==> config.mk <==
export PLATFORM = sky130hd
export DESIGN_NAME = utx_tx_port
export DESIGN_NICKNAME = d
export VERILOG_FILES = /design/src/shared/utx_pkg.sv /design/src/hdl/utx_tx_port.sv /design/src/hdl/utx_sync.sv
export SDC_FILE = /design/constraint.sdc
export NUM_CORES = 2
export LEC_CHECK = 0
export ABC_CLOCK_PERIOD_IN_PS = 4680
export BUFFER_PORTS_ARGS = -buffer_cell sky130_fd_sc_hd__buf_2
export CAP_MARGIN = 20
export CORE_AREA = 2 2 314 550
export DETAILED_ROUTE_END_ITERATION = 8
export DIE_AREA = 0 0 316 552
export MAX_ROUTING_LAYER = met4
export PLACE_DENSITY = 0.75
export SETUP_SLACK_MARGIN = 0.1
export SLEW_MARGIN = 10
export SYNTH_ARGS = -nofsm -noshare
export SYNTH_HDL_FRONTEND = slang
export SYNTH_HIERARCHICAL = 1
export SYNTH_SLANG_ARGS = --single-unit
==> constraint.sdc <==
create_clock -name clk -period 4.68 [get_ports clk]
set_input_delay 0.234 -clock clk [delete_from_list [all_inputs] [get_ports clk]]
set_output_delay 0.234 -clock clk [all_outputs]
set_load 0.03 [all_outputs]
==> src/shared/utx_pkg.sv <==
// Purpose: shared constants and types of the transmit cell port
// Assumes: AHB-Lite register bus with 32-bit data, one word per register
// Notes: fifo depth and cell lengths are fixed at build time
package utx_pkg;

  // ==========================================================
  // register map (byte addresses)
  localparam logic [7:0] ADDR_CTRL = 8'h00;
  localparam logic [7:0] ADDR_STATUS = 8'h04;
  localparam logic [7:0] ADDR_MASK = 8'h08;
  localparam logic [7:0] ADDR_FILL = 8'h0C;
  localparam logic [7:0] ADDR_PORT = 8'h70;

  // ==========================================================
  // control fields
  localparam int CTRL_ATM_BIT = 0;
  localparam int CTRL_WIDE_BIT = 1;
  localparam int CTRL_CELL_HS_BIT = 2;
  localparam int CTRL_MPHY_BIT = 3;
  localparam int CTRL_W = 4;
  localparam logic [3:0] CTRL_RST = 4'h1;

  // ==========================================================
  // status and mask fields
  localparam int ST_PARITY_BIT = 0;
  localparam int ST_FWD_BIT = 1;
  localparam int ST_OVF_BIT = 2;
  localparam int ST_W = 3;
  localparam logic [2:0] STATUS_RST = 3'h0;
  localparam logic [2:0] MASK_RST = 3'h0;
  localparam logic [7:0] PORT_ADDR_RST = 8'h00;

  // ==========================================================
  // fifo and cell geometry
  localparam int FIFO_AW = 7;
  localparam logic [7:0] FIFO_DEPTH = 8'h80;
  localparam logic [7:0] OCTET_ROOM = 8'h04;
  localparam logic [6:0] CELL_WORDS_8 = 7'h35;
  localparam logic [6:0] CELL_WORDS_16 = 7'h1B;

  typedef struct packed {
    logic en_n;
    logic soc;
    logic par;
    logic [15:0] data;
    logic [4:0] addr;
  } utx_link_t;

  typedef struct packed {
    logic soc;
    logic eoc;
    logic [15:0] data;
  } utx_word_t;

endpackage : utx_pkg

==> src/hdl/utx_tx_port.sv <==
// Purpose: transmit cell-bus slave port with fifo, flow control and registers
// Assumes: cell bus clock far slower than clk; it is sampled, not used as a clock
// Notes: downstream drain is a valid/ready word stream
`timescale 1ns/10ps
module utx_tx_port (
  input wire logic clk,
  input wire logic nrst,
  input wire logic hsel,
  input wire logic [31:0] haddr,
  input wire logic [1:0] htrans,
  input wire logic hwrite,
  input wire logic [2:0] hsize,
  input wire logic [31:0] hwdata,
  input wire logic hready,
  output logic hreadyout,
  output logic hresp,
  output logic [31:0] hrdata,
  output logic irq,
  input wire logic cell_bus_clock,
  input wire logic cell_write_enable_n,
  input wire logic cell_start_marker,
  input wire logic cell_word_parity,
  input wire logic [15:0] cell_data_bus,
  input wire logic [4:0] phy_port_address,
  output logic cell_space_available,
  output logic cell_space_available_oe,
  output logic cell_forwarded_pulse,
  output logic cell_forwarded_oe,
  input wire logic fwd_ready,
  output logic fwd_valid,
  output logic fwd_start,
  output logic [15:0] fwd_data
);

  // ==========================================================
  // pin synchronisation and edge finding
  utx_pkg::utx_link_t link_pins;
  utx_pkg::utx_link_t link_sync;
  utx_pkg::utx_link_t link_d_r;
  logic clk_sync;
  logic clk_d_r;
  logic link_edge;

  assign link_pins = '{en_n: cell_write_enable_n, soc: cell_start_marker,
                       par: cell_word_parity, data: cell_data_bus, addr: phy_port_address};

  utx_sync #(.WIDTH(25)) u_sync (
    .clk(clk),
    .nrst(nrst),
    .din({cell_bus_clock, link_pins}),
    .dout({clk_sync, link_sync})
  );

  // data is taken from the sample before the rise: it was stable through the low phase
  always_ff @(posedge clk)
  begin
    if (!nrst)
    begin
      clk_d_r <= 1'b0;
      link_d_r <= '0;
    end
    else
    begin
      clk_d_r <= clk_sync;
      link_d_r <= link_sync;
    end
  end

  assign link_edge = clk_sync & ~clk_d_r;

  // ==========================================================
  // register state
  logic [3:0] ctrl_r;
  logic [3:0] ctrl_nxt;
  logic [2:0] status_r;
  logic [2:0] status_nxt;
  logic [2:0] mask_r;
  logic [2:0] mask_nxt;
  logic [7:0] port_r;
  logic [7:0] port_nxt;
  logic ap_wr_r;
  logic ap_wr_nxt;
  logic [7:0] ap_addr_r;
  logic [7:0] ap_addr_nxt;
  logic [31:0] hrdata_nxt;
  logic bus_take;
  logic rd_status;
  logic [2:0] ev_set;
  logic port_idle;

  logic atm_mode;
  logic wide_mode;
  logic cell_hs;
  logic mphy_mode;
  assign atm_mode = ctrl_r[utx_pkg::CTRL_ATM_BIT];
  assign wide_mode = ctrl_r[utx_pkg::CTRL_WIDE_BIT];
  assign cell_hs = ctrl_r[utx_pkg::CTRL_CELL_HS_BIT];
  assign mphy_mode = ctrl_r[utx_pkg::CTRL_MPHY_BIT];

  // ==========================================================
  // fifo state
  utx_pkg::utx_word_t mem [0:utx_pkg::FIFO_DEPTH-1];
  logic [7:0] wr_ptr_r;
  logic [7:0] wr_ptr_nxt;
  logic [7:0] rd_ptr_r;
  logic [7:0] rd_ptr_nxt;
  logic [7:0] fill;
  logic [7:0] room;
  logic [6:0] cell_pos_r;
  logic [6:0] cell_pos_nxt;
  logic [6:0] cell_words;
  logic [6:0] pos_use;
  logic sel_r;
  logic sel_nxt;
  logic drv_r;
  logic drv_nxt;
  logic clav_r;
  logic clav_nxt;
  logic clav_oe_r;
  logic clav_oe_nxt;
  logic addr_match;
  logic write_ok;
  logic wr_push;
  logic [15:0] wr_data;
  logic par_bad;
  utx_pkg::utx_word_t wr_word;
  utx_pkg::utx_word_t out_word_r;
  utx_pkg::utx_word_t out_word_nxt;
  logic out_valid_r;
  logic out_valid_nxt;
  logic rd_pop;
  logic fwd_pulse_r;
  logic fwd_pulse_nxt;
  logic fwd_oe_r;
  logic fwd_oe_nxt;

  assign fill = wr_ptr_r - rd_ptr_r;
  assign room = utx_pkg::FIFO_DEPTH - fill;
  assign cell_words = wide_mode ? utx_pkg::CELL_WORDS_16 : utx_pkg::CELL_WORDS_8;
  assign port_idle = (fill == 8'h00) && (cell_pos_r == 7'h00) && !out_valid_r;

  // ==========================================================
  // cell bus write side
  always_comb
  begin
    addr_match = mphy_mode && (link_d_r.addr == port_r[4:0]);
    write_ok = atm_mode && !link_d_r.en_n && (!mphy_mode || sel_r);
    wr_data = wide_mode ? link_d_r.data : {8'h00, link_d_r.data[7:0]};
    par_bad = link_edge && write_ok && (link_d_r.par != ~^wr_data);
    pos_use = link_d_r.soc ? 7'h00 : cell_pos_r;
    wr_word = '{soc: link_d_r.soc, eoc: (pos_use == cell_words - 7'h01), data: wr_data};
    wr_push = link_edge && write_ok && (room != 8'h00);
    wr_ptr_nxt = wr_push ? wr_ptr_r + 8'h01 : wr_ptr_r;
    cell_pos_nxt = cell_pos_r;
    if (link_edge && write_ok)
      cell_pos_nxt = wr_word.eoc ? 7'h00 : pos_use + 7'h01;
    sel_nxt = sel_r;
    drv_nxt = drv_r;
    if (link_edge)
    begin
      drv_nxt = addr_match;
      if (link_d_r.en_n)
        sel_nxt = addr_match;
    end
    if (!mphy_mode)
    begin
      sel_nxt = 1'b0;
      drv_nxt = 1'b0;
    end
    if (cell_hs || mphy_mode)
      clav_nxt = room >= {1'b0, cell_words};
    else
      clav_nxt = room >= utx_pkg::OCTET_ROOM;
    clav_oe_nxt = atm_mode && (!mphy_mode || drv_r);
  end

  always_ff @(posedge clk)
  begin
    if (!nrst)
    begin
      wr_ptr_r <= 8'h00;
      cell_pos_r <= 7'h00;
      sel_r <= 1'b0;
      drv_r <= 1'b0;
      clav_r <= 1'b0;
      clav_oe_r <= 1'b0;
    end
    else
    begin
      wr_ptr_r <= wr_ptr_nxt;
      cell_pos_r <= cell_pos_nxt;
      sel_r <= sel_nxt;
      drv_r <= drv_nxt;
      clav_r <= clav_nxt;
      clav_oe_r <= clav_oe_nxt;
    end
  end

  // storage holds no control state, so it needs no reset
  always_ff @(posedge clk)
  begin
    if (wr_push)
      mem[wr_ptr_r[utx_pkg::FIFO_AW-1:0]] <= wr_word;
  end

  // ==========================================================
  // downstream drain
  always_comb
  begin
    rd_pop = (fill != 8'h00) && (!out_valid_r || fwd_ready);
    rd_ptr_nxt = rd_pop ? rd_ptr_r + 8'h01 : rd_ptr_r;
    out_word_nxt = rd_pop ? mem[rd_ptr_r[utx_pkg::FIFO_AW-1:0]] : out_word_r;
    out_valid_nxt = rd_pop || (out_valid_r && !fwd_ready);
    fwd_pulse_nxt = atm_mode && out_valid_r && fwd_ready && out_word_r.eoc;
    fwd_oe_nxt = atm_mode;
  end

  always_ff @(posedge clk)
  begin
    if (!nrst)
    begin
      rd_ptr_r <= 8'h00;
      out_word_r <= '0;
      out_valid_r <= 1'b0;
      fwd_pulse_r <= 1'b0;
      fwd_oe_r <= 1'b0;
    end
    else
    begin
      rd_ptr_r <= rd_ptr_nxt;
      out_word_r <= out_word_nxt;
      out_valid_r <= out_valid_nxt;
      fwd_pulse_r <= fwd_pulse_nxt;
      fwd_oe_r <= fwd_oe_nxt;
    end
  end

  // ==========================================================
  // register bus, zero wait state
  always_comb
  begin
    bus_take = hsel && htrans[1] && hready;
    ap_wr_nxt = bus_take && hwrite;
    ap_addr_nxt = bus_take ? haddr[7:0] : ap_addr_r;
    rd_status = bus_take && !hwrite && (haddr[7:0] == utx_pkg::ADDR_STATUS);
    hrdata_nxt = hrdata;
    if (bus_take && !hwrite)
    begin
      unique case (haddr[7:0])
        utx_pkg::ADDR_CTRL: hrdata_nxt = {28'h0000000, ctrl_r};
        utx_pkg::ADDR_STATUS: hrdata_nxt = {29'h00000000, status_r};
        utx_pkg::ADDR_MASK: hrdata_nxt = {29'h00000000, mask_r};
        utx_pkg::ADDR_FILL: hrdata_nxt = {24'h000000, fill};
        utx_pkg::ADDR_PORT: hrdata_nxt = {24'h000000, port_r};
        default: hrdata_nxt = 32'h00000000;
      endcase
    end
    ev_set = '0;
    ev_set[utx_pkg::ST_PARITY_BIT] = par_bad;
    ev_set[utx_pkg::ST_FWD_BIT] = fwd_pulse_nxt;
    ev_set[utx_pkg::ST_OVF_BIT] = link_edge && write_ok && (room == 8'h00);
    // a read clears, but an event in the same cycle survives it
    status_nxt = (rd_status ? 3'h0 : status_r) | ev_set;
    ctrl_nxt = ctrl_r;
    mask_nxt = mask_r;
    port_nxt = port_r;
    if (ap_wr_r)
    begin
      unique case (ap_addr_r)
        utx_pkg::ADDR_CTRL:
        begin
          ctrl_nxt[utx_pkg::CTRL_ATM_BIT] = hwdata[utx_pkg::CTRL_ATM_BIT];
          if (port_idle)
            ctrl_nxt[3:1] = hwdata[3:1];
        end
        utx_pkg::ADDR_MASK: mask_nxt = hwdata[2:0];
        utx_pkg::ADDR_PORT: port_nxt = hwdata[7:0];
        default: ;
      endcase
    end
  end

  always_ff @(posedge clk)
  begin
    if (!nrst)
    begin
      ctrl_r <= utx_pkg::CTRL_RST;
      status_r <= utx_pkg::STATUS_RST;
      mask_r <= utx_pkg::MASK_RST;
      port_r <= utx_pkg::PORT_ADDR_RST;
      ap_wr_r <= 1'b0;
      ap_addr_r <= 8'h00;
      hrdata <= 32'h00000000;
    end
    else
    begin
      ctrl_r <= ctrl_nxt;
      status_r <= status_nxt;
      mask_r <= mask_nxt;
      port_r <= port_nxt;
      ap_wr_r <= ap_wr_nxt;
      ap_addr_r <= ap_addr_nxt;
      hrdata <= hrdata_nxt;
    end
  end

  // ==========================================================
  // outputs
  assign hreadyout = 1'b1;
  assign hresp = 1'b0;
  assign irq = |(status_r & mask_r);
  assign cell_space_available = clav_r & clav_oe_r;
  assign cell_space_available_oe = clav_oe_r;
  assign cell_forwarded_pulse = fwd_pulse_r;
  assign cell_forwarded_oe = fwd_oe_r;
  assign fwd_valid = out_valid_r;
  assign fwd_start = out_word_r.soc;
  assign fwd_data = out_word_r.data;

  // ==========================================================
  // checks
  a_store_on_enable: assert property (@(posedge clk) disable iff (!nrst)
    (link_edge && write_ok && room != 8'h00) |=> (wr_ptr_r == $past(wr_ptr_r) + 8'h01))
    else $error("enabled write not stored");
  a_ignore_disabled: assert property (@(posedge clk) disable iff (!nrst)
    (link_edge && link_d_r.en_n) |=> (wr_ptr_r == $past(wr_ptr_r)))
    else $error("word stored while write enable high");
  a_parity_flag: assert property (@(posedge clk) disable iff (!nrst)
    (link_edge && write_ok && link_d_r.par == ^wr_data) |=> status_r[utx_pkg::ST_PARITY_BIT])
    else $error("parity mismatch not flagged");
  a_octet_room: assert property (@(posedge clk) disable iff (!nrst)
    (atm_mode && !cell_hs && !mphy_mode && $stable(ctrl_r))
    |=> (cell_space_available == ($past(room) >= utx_pkg::OCTET_ROOM)))
    else $error("octet space available wrong");
  a_cell_room: assert property (@(posedge clk) disable iff (!nrst)
    (atm_mode && cell_hs && !mphy_mode && $stable(ctrl_r))
    |=> (cell_space_available == ($past(room) >= {1'b0, $past(cell_words)})))
    else $error("cell space available wrong");
  a_mphy_float: assert property (@(posedge clk) disable iff (!nrst)
    (mphy_mode && $stable(ctrl_r) && link_edge && !addr_match) |=> ##1 !cell_space_available_oe)
    else $error("space available driven without address match");
  a_mphy_drive: assert property (@(posedge clk) disable iff (!nrst)
    (atm_mode && mphy_mode && $stable(ctrl_r) && link_edge && addr_match)
    |=> ##1 cell_space_available_oe)
    else $error("space available not driven after match");
  a_fwd_pulse: assert property (@(posedge clk) disable iff (!nrst)
    (atm_mode && fwd_valid && fwd_ready && out_word_r.eoc) |=> cell_forwarded_pulse ##1 1'b1)
    else $error("forwarded pulse missing");
  a_clear_mode_quiet: assert property (@(posedge clk) disable iff (!nrst)
    !atm_mode [*2] |-> (!cell_space_available_oe && !cell_forwarded_pulse))
    else $error("outputs active in clear channel mode");
  a_reset_float: assert property (@(posedge clk)
    !nrst |=> (!cell_space_available_oe && !cell_forwarded_oe && ctrl_r == utx_pkg::CTRL_RST))
    else $error("outputs driven after reset");
  a_config_idle: assert property (@(posedge clk) disable iff (!nrst)
    !$past(port_idle) |-> (ctrl_r[3:1] == $past(ctrl_r[3:1])))
    else $error("configuration changed while busy");

  c_cell_forwarded: cover property (@(posedge clk) disable iff (!nrst) cell_forwarded_pulse);
  c_fifo_full: cover property (@(posedge clk) disable iff (!nrst) room == 8'h00);
  c_mphy_select: cover property (@(posedge clk) disable iff (!nrst)
    mphy_mode && cell_space_available_oe);
  c_parity_irq: cover property (@(posedge clk) disable iff (!nrst)
    irq && status_r[utx_pkg::ST_PARITY_BIT]);

endmodule : utx_tx_port

==> src/hdl/utx_sync.sv <==
// Purpose: two-flop synchroniser for a bundle of pins
// Assumes: each bit is sampled on its own, no bus coherency implied
// Notes: the first stage feeds only the second stage
`timescale 1ns/10ps
module utx_sync #(
  parameter int WIDTH = 1
) (
  input wire logic clk,
  input wire logic nrst,
  input wire logic [WIDTH-1:0] din,
  output logic [WIDTH-1:0] dout
);

  // ==========================================================
  // stages
  logic [WIDTH-1:0] meta_r;
  logic [WIDTH-1:0] meta_nxt;
  logic [WIDTH-1:0] dout_nxt;

  always_comb
  begin
    meta_nxt = din;
    dout_nxt = meta_r;
  end

  always_ff @(posedge clk)
  begin
    if (!nrst)
    begin
      meta_r <= '0;
      dout <= '0;
    end
    else
    begin
      meta_r <= meta_nxt;
      dout <= dout_nxt;
    end
  end

endmodule : utx_sync

Yosys cells after proc, flatten, opt, wreduce, memory -nomap -nowiden. Memory sizes are Yosys's and may differ from the RTL's. A register that Yosys moved wholly into a read port is not among the register bits. Index checks and enable logic that the tools add are counted.

RAM bits: 2304. Bits in latches: 0. Register bits after elaboration: 164. Input port bits: 100. Memories kept: 1. Output and inout port bits: 57. Logic and storage cells: 104. Memory bits (read-only): 0.

Memory list: mem (depth 128, bits a word 18, read ports 1, clocked after Yosys merged registers in 1, wr ports 1, line utx_tx_port.sv:102) `utx_pkg::utx_word_t mem [0:utx_pkg::FIFO_DEPTH-1];`.

Equality and inequality tests: 9. Div/mod/pow operators: 0. $mul: 0. Bitwise operators: 5. $add $sub $neg: 6. Reduce and logical (&&, ||, !) cells: 46. Muxes and demuxes: 9. Magnitude comparators: 2. Shift operators: 0.

Operators with widths (number): 8-bit one-hot mux with 5 select lines (1); 8-bit zero test (4); 8-bit by 4-bit == test with 1-bit output, second input constant (3); 1-bit logical AND (20); 8-bit by 1-bit adder with 8-bit output, second input constant (2); 8-bit by 7-bit == test with 1-bit output, second input constant (2); 16-bit 2-to-1 mux (1); 8-bit nonzero test (2); 16-bit XNOR reduction (1); 7-bit 2-to-1 mux (2); 2-bit AND reduction (5); 8-bit by 3-bit == test with 1-bit output, second input constant (1); 8-bit by 3-bit greater-or-equal comparator with 1-bit output, second input constant (1); 8-bit by 6-bit greater-or-equal comparator with 1-bit output (1); 8-bit subtractor (1); 8-bit subtractor, first input constant (1); 7-bit by 1-bit adder with 7-bit output, second input constant (1); 7-bit == test (1); 7-bit zero test (1); 6-bit by 1-bit subtractor with 7-bit output, second input constant (1); 1-bit zero test (6); 6-bit 2-to-1 mux (1); 5-bit == test (1); 1-bit logical OR (5); other kinds (9) (12).

Depth between registers and ports, before layout.
Word-level depth: 7. Depth in mapped cells: 17. Gate-level depth less buffers: 13.

Hierarchy. Netlist, hierarchy kept.

Modules (own cells, without submodules): utx_tx_port (sequential area each 71348.4 µm², cells an instance 4186, instances 1, area each 93330.8 µm²); utx_sync (sequential area each 1001.0 µm², cells an instance 105, instances 1, area each 1388.8 µm²).

Least setup slack after synthesis. Ideal clock, no wire load.

Path type: register -> register. From: register rd_ptr_r[1]. To: memory mem[110][0] (netlist name), enable pin. Clock period less this slack: 4.914 ns. Path buffers: 5. Arrival: 4.522 ns. Stages on the path, launching flop included: 15. Setup time: 0.393 ns. Path slack: -0.234 ns. Required time: 4.287 ns. Cell sequence: dfxtp_1 > clkbuf_1 > clkbuf_1 > buf_1 > inv_1 > fa_1 > xnor2_1 > nand3_1 > nor3_2 > or4_1 > a21boi_1 > or4_1 > buf_2 > buf_6 > nor2_1.

Cells in the longest elaborated chain, start to end: 6.

RTL lines: from (decl) (line utx_tx_port.sv:105) `logic [7:0] rd_ptr_r;`; from (signal assigned) (line utx_tx_port.sv:230) `rd_ptr_r <= rd_ptr_nxt;`; 8-bit subtractor (line utx_tx_port.sv:137) `assign fill = wr_ptr_r - rd_ptr_r;`; 8-bit subtractor (line utx_tx_port.sv:138) `assign room = utx_pkg::FIFO_DEPTH - fill;`; 8-bit nonzero test (line utx_tx_port.sv:152) `wr_push = link_edge && write_ok && (room != 8'h00);`; 1-bit logical AND (line utx_tx_port.sv:152); 1-bit 2-to-1 mux (line utx_tx_port.sv:202) `if (wr_push)`; 1-bit 2-to-1 mux (not written as such) (line utx_tx_port.sv:203) `mem[wr_ptr_r[utx_pkg::FIFO_AW-1:0]] <= wr_word;`; to (decl) (line utx_tx_port.sv:102).

No other way between the ends.

Worst setup path after layout.
From: register wr_ptr_r[0]. To: memory mem[109][9] (netlist name), enable pin.

Cells in the longest elaborated chain, start to end: 6.

RTL lines: from (decl) (line utx_tx_port.sv:103) `logic [7:0] wr_ptr_r;`; from (signal assigned) (line utx_tx_port.sv:190) `wr_ptr_r <= wr_ptr_nxt;`; 8-bit subtractor (line utx_tx_port.sv:137); 8-bit subtractor (line utx_tx_port.sv:138); 8-bit nonzero test (line utx_tx_port.sv:152); 1-bit logical AND (line utx_tx_port.sv:152); 1-bit 2-to-1 mux (line utx_tx_port.sv:202); 1-bit 2-to-1 mux (not written as such) (line utx_tx_port.sv:203).

Several ways; a longest one is shown, not always the timed one.

==> impl_metrics.yaml <==
critical_path:
  crit-reg2reg-capture: "mem[109][9]"
  crit_path_start: "wr_ptr_r[0]"
  cp-endpoint: "mem[109][9]"
  critPathMaxFanout: 13
  required_ns: 5.20
  startpoint_type: "flip-flop"
  reg2reg_depth: 14
  arrival_ns: 4.90
  end_kind: "flip-flop"
  worst-setup-path-type: "flip-flop to flip-flop"
  timing.rr.start: "wr_ptr_r[0]"
  r2r_slack_ns: 0.29
floorplanning:
  rows: 201
  die_x_um: 316
  start_util: 0.5563
  die-area_sq_mm: 0.1744
  io_pins: 157
  die_y_um: 552
  core_sq_mm: 0.1703
timing:
  worst_pin_slew_ns: 1.219
  rsz0062_at_grt: "yes"
  fmax_ghz: 0.2278
  slew_viol_final: 0
  hold_viol: 0
  final.min_clock_period_ns: 4.389
  clock_skew_ns: 0.05789
  layout_setup_ws_ns: 0.2910
  tns_ns: 0
  fin_crit_sh: 0.9378
  hold_ws_ns: 0.08349
  slew_headroom: 0.1876
  setup_violations: 0
power:
  p_leak_nw: 33.02
  total_power_mw: 44.66
  peakVddDrop_uv: 334.2
  power.density_mw_per_mm2: 420.9
synthesis:
  postSynthCellCount: 4291
  ys_warn_count: 6
  synth_top_area_share: 0.7304
  synth_seq_cells: 2462
  synth_area_leaders: "edfxtp_1, mux4_2, dfxtp_1, nor2_1, clkbuf_1"
  synth.distinct_cells: 67
  seq_area_frac_synth: 0.7638
  synth_area_sq_mm: 0.09472
  dominantRegCellSynth: "edfxtp_1"
  yosysTopAreaCell: "edfxtp_1"
  avgSynthCellArea_sq_um: 22.07
  synth_async_sr_flop_share: 0
  synth-edff-count: 2304
clocking:
  cts_root_buffer: "clkbuf_16"
  cts.clk_slew.worst_paths_ns: 0.07
  insertion_delay_ns: 0.84
  cts_tree: "done"
  numCtsBuffers: 199
  cts.sinks: 2462
  htreeDepth: 4
  clk_path_buf_depth: 4
routing:
  totalWireLength_mm: 226.4
  vias: 45220
  drt-wirelength-per-cell_um: 32.38
  antenna_left: 0
  dr.pass1.iters: 5
  drc: 0
  drt_iter0_drc: 5493
  vias_per_cell: 6.467
global_route:
  grt_max_degree: 152
  grt_pass1_wl_mm: 326.7
  track_usage: 0.2703
  antenna_found_initial: 2
  grt_pass1_vias: 47150
  grt_overflow_total: 0
finish:
  nets: 4722
  area_delta_synth_final_pct: 12.02
  final_cell_mix: "edfxtp_1, mux4_2, clkbuf_16"
  drive_above_1_share: 0.3145
  final_common_cell: "edfxtp_1"
  fill_cells: 10840
  fin_area_sq_mm: 0.1061
worst_hold_path:
  hp-class: "input port to flip-flop"
place:
  gp_congestion: 0.8701
  place_area_sq_mm: 0.09916
  place_ws_ns: 0.2178
  port-buffer-count: 78
  place_hpwl_mm: 126.9
status:
  status: "finished, final reports clean"
job:
  drv_cap: 0
==> worst min-delay path by stage <==
stage                         from                 end  slack [ns]  cells after the start
2_1_floorplan  phy_port_address[0]  u_sync/dout_nxt[0]        0.36                      1
3_3_place_gp        u_sync/dout[6]         link_d_r[6]        0.41                      1
3_5_place_dp       u_sync/dout[19]        link_d_r[19]        0.42                      1
4_1_cts                     hready        ap_addr_r[5]       0.005                      4
5_1_grt                     hready             ap_wr_r        0.09                      3
6_report                    hready        ap_addr_r[4]        0.08                      4
==> Yosys cell counts (all sizes together) (16+ instances only) <==
library cell	count
a31oi	23
nor2	215
xnor2	24
clkbuf	136
o32ai	16
edfxtp	2304
o21ai	39
nand3	50
nand2	125
mux2i	31
and2	88
dfxtp	158
a21oi	55
buf	132
mux4	724
inv	18
==> report_power, final <==
part / internal, mW / leakage, nW / switching (mW)
sequential: 23.8 / 22.4 / 0.0876
combinational: 2.07 / 7.63 / 2.28
clock: 8.89 / 3.03 / 7.51
total: 34.8 / 33.0 / 9.88
==> metal layers <==
layer | vias to the layer above | share of wire | track usage
met5 | - | 0 | -
met4 | 0 | 0.061 | 0.1403
met3 | 607 | 0.076 | 0.03109
met2 | 2400 | 0.53 | 0.4613
met1 | 23810 | 0.33 | 0.3159
li1 | 18400 | - | -
==> timing repair <==
item	in CTS	in global routing
resized for setup	0	6
endpoints found under the hold margin	57	0
hold buffers	58	0
setup endpoints to repair	0	48
setup buffers	0	0
==> per-stage QoR <==
| step | utilization | instances |
|---|---|---|
| 2_1_floorplan | - | 4315 |
| 3_3_place_gp | 0.5823 | 6573 |
| 3_5_place_dp | 0.5824 | 6574 |
| 4_1_cts | 0.6224 | 6984 |
| 5_1_grt | 0.6232 | 6991 |
| 6_report | 0.6232 | 6992 |
==> registers in the layout, indices dropped and copies added, names as in the netlist, 3 cells and up <==
| register | flops |
|---|---|
| fwd_data | 16 |
| mem | 2304 |
| port_r | 8 |
| u_sync/dout_nxt | 25 |
| ctrl_r | 4 |
| u_sync/dout | 25 |
| ap_addr_r | 8 |
| status_r | 3 |
| link_d_r | 24 |
| mask_r | 3 |
| hrdata | 8 |
| rd_ptr_r | 8 |
| cell_pos_r | 7 |
| wr_ptr_r | 8 |
==> worst max-delay path, cell delays in order, from the launching register on <==
cell and delay (ns):
dfxtp_1 0.50, inv_1 0.11, ha_1 0.22, inv_1 0.07, fa_1 0.45, inv_1 0.10, buf_4 0.12, nand3_1 0.12
nor3_2 0.39, or4_1 0.23, a21bo_2 0.32, nand4_2 0.17, buf_12 0.22, nor2_2 0.74, buf_4 0.30
==> kinds of logic after synthesis <==
logic type | count (synthesis) | share of synthesized area
adders and majority gates | 16 | 0.002193
AOI/OAI and AO/OA | 173 | 0.01185
and+or+nand+nor | 559 | 0.02855
other | 2 | 0.00007929
xor gates and xnor gates | 37 | 0.003580
buffers and inverters | 286 | 0.01439
DFF | 2462 | 0.7638
muxes | 756 | 0.1755
==> area by class of cell <==
cell class | instances | area (sq um) | share of cell area
flip-flops and latches | 2462 | 72400 | 0.6823
multi-input cells | 1567 | 21490 | 0.2025
clock buffers | 227 | 5149 | 0.04852
repair buffers | 358 | 3108 | 0.02929
well taps | 2233 | 2794 | 0.02633
clock inverters | 125 | 1082 | 0.01020
inverters | 18 | 80.08 | 0.0007547
diodes | 2 | 5.005 | 0.00004717
(Power assumes the default switching activity.)
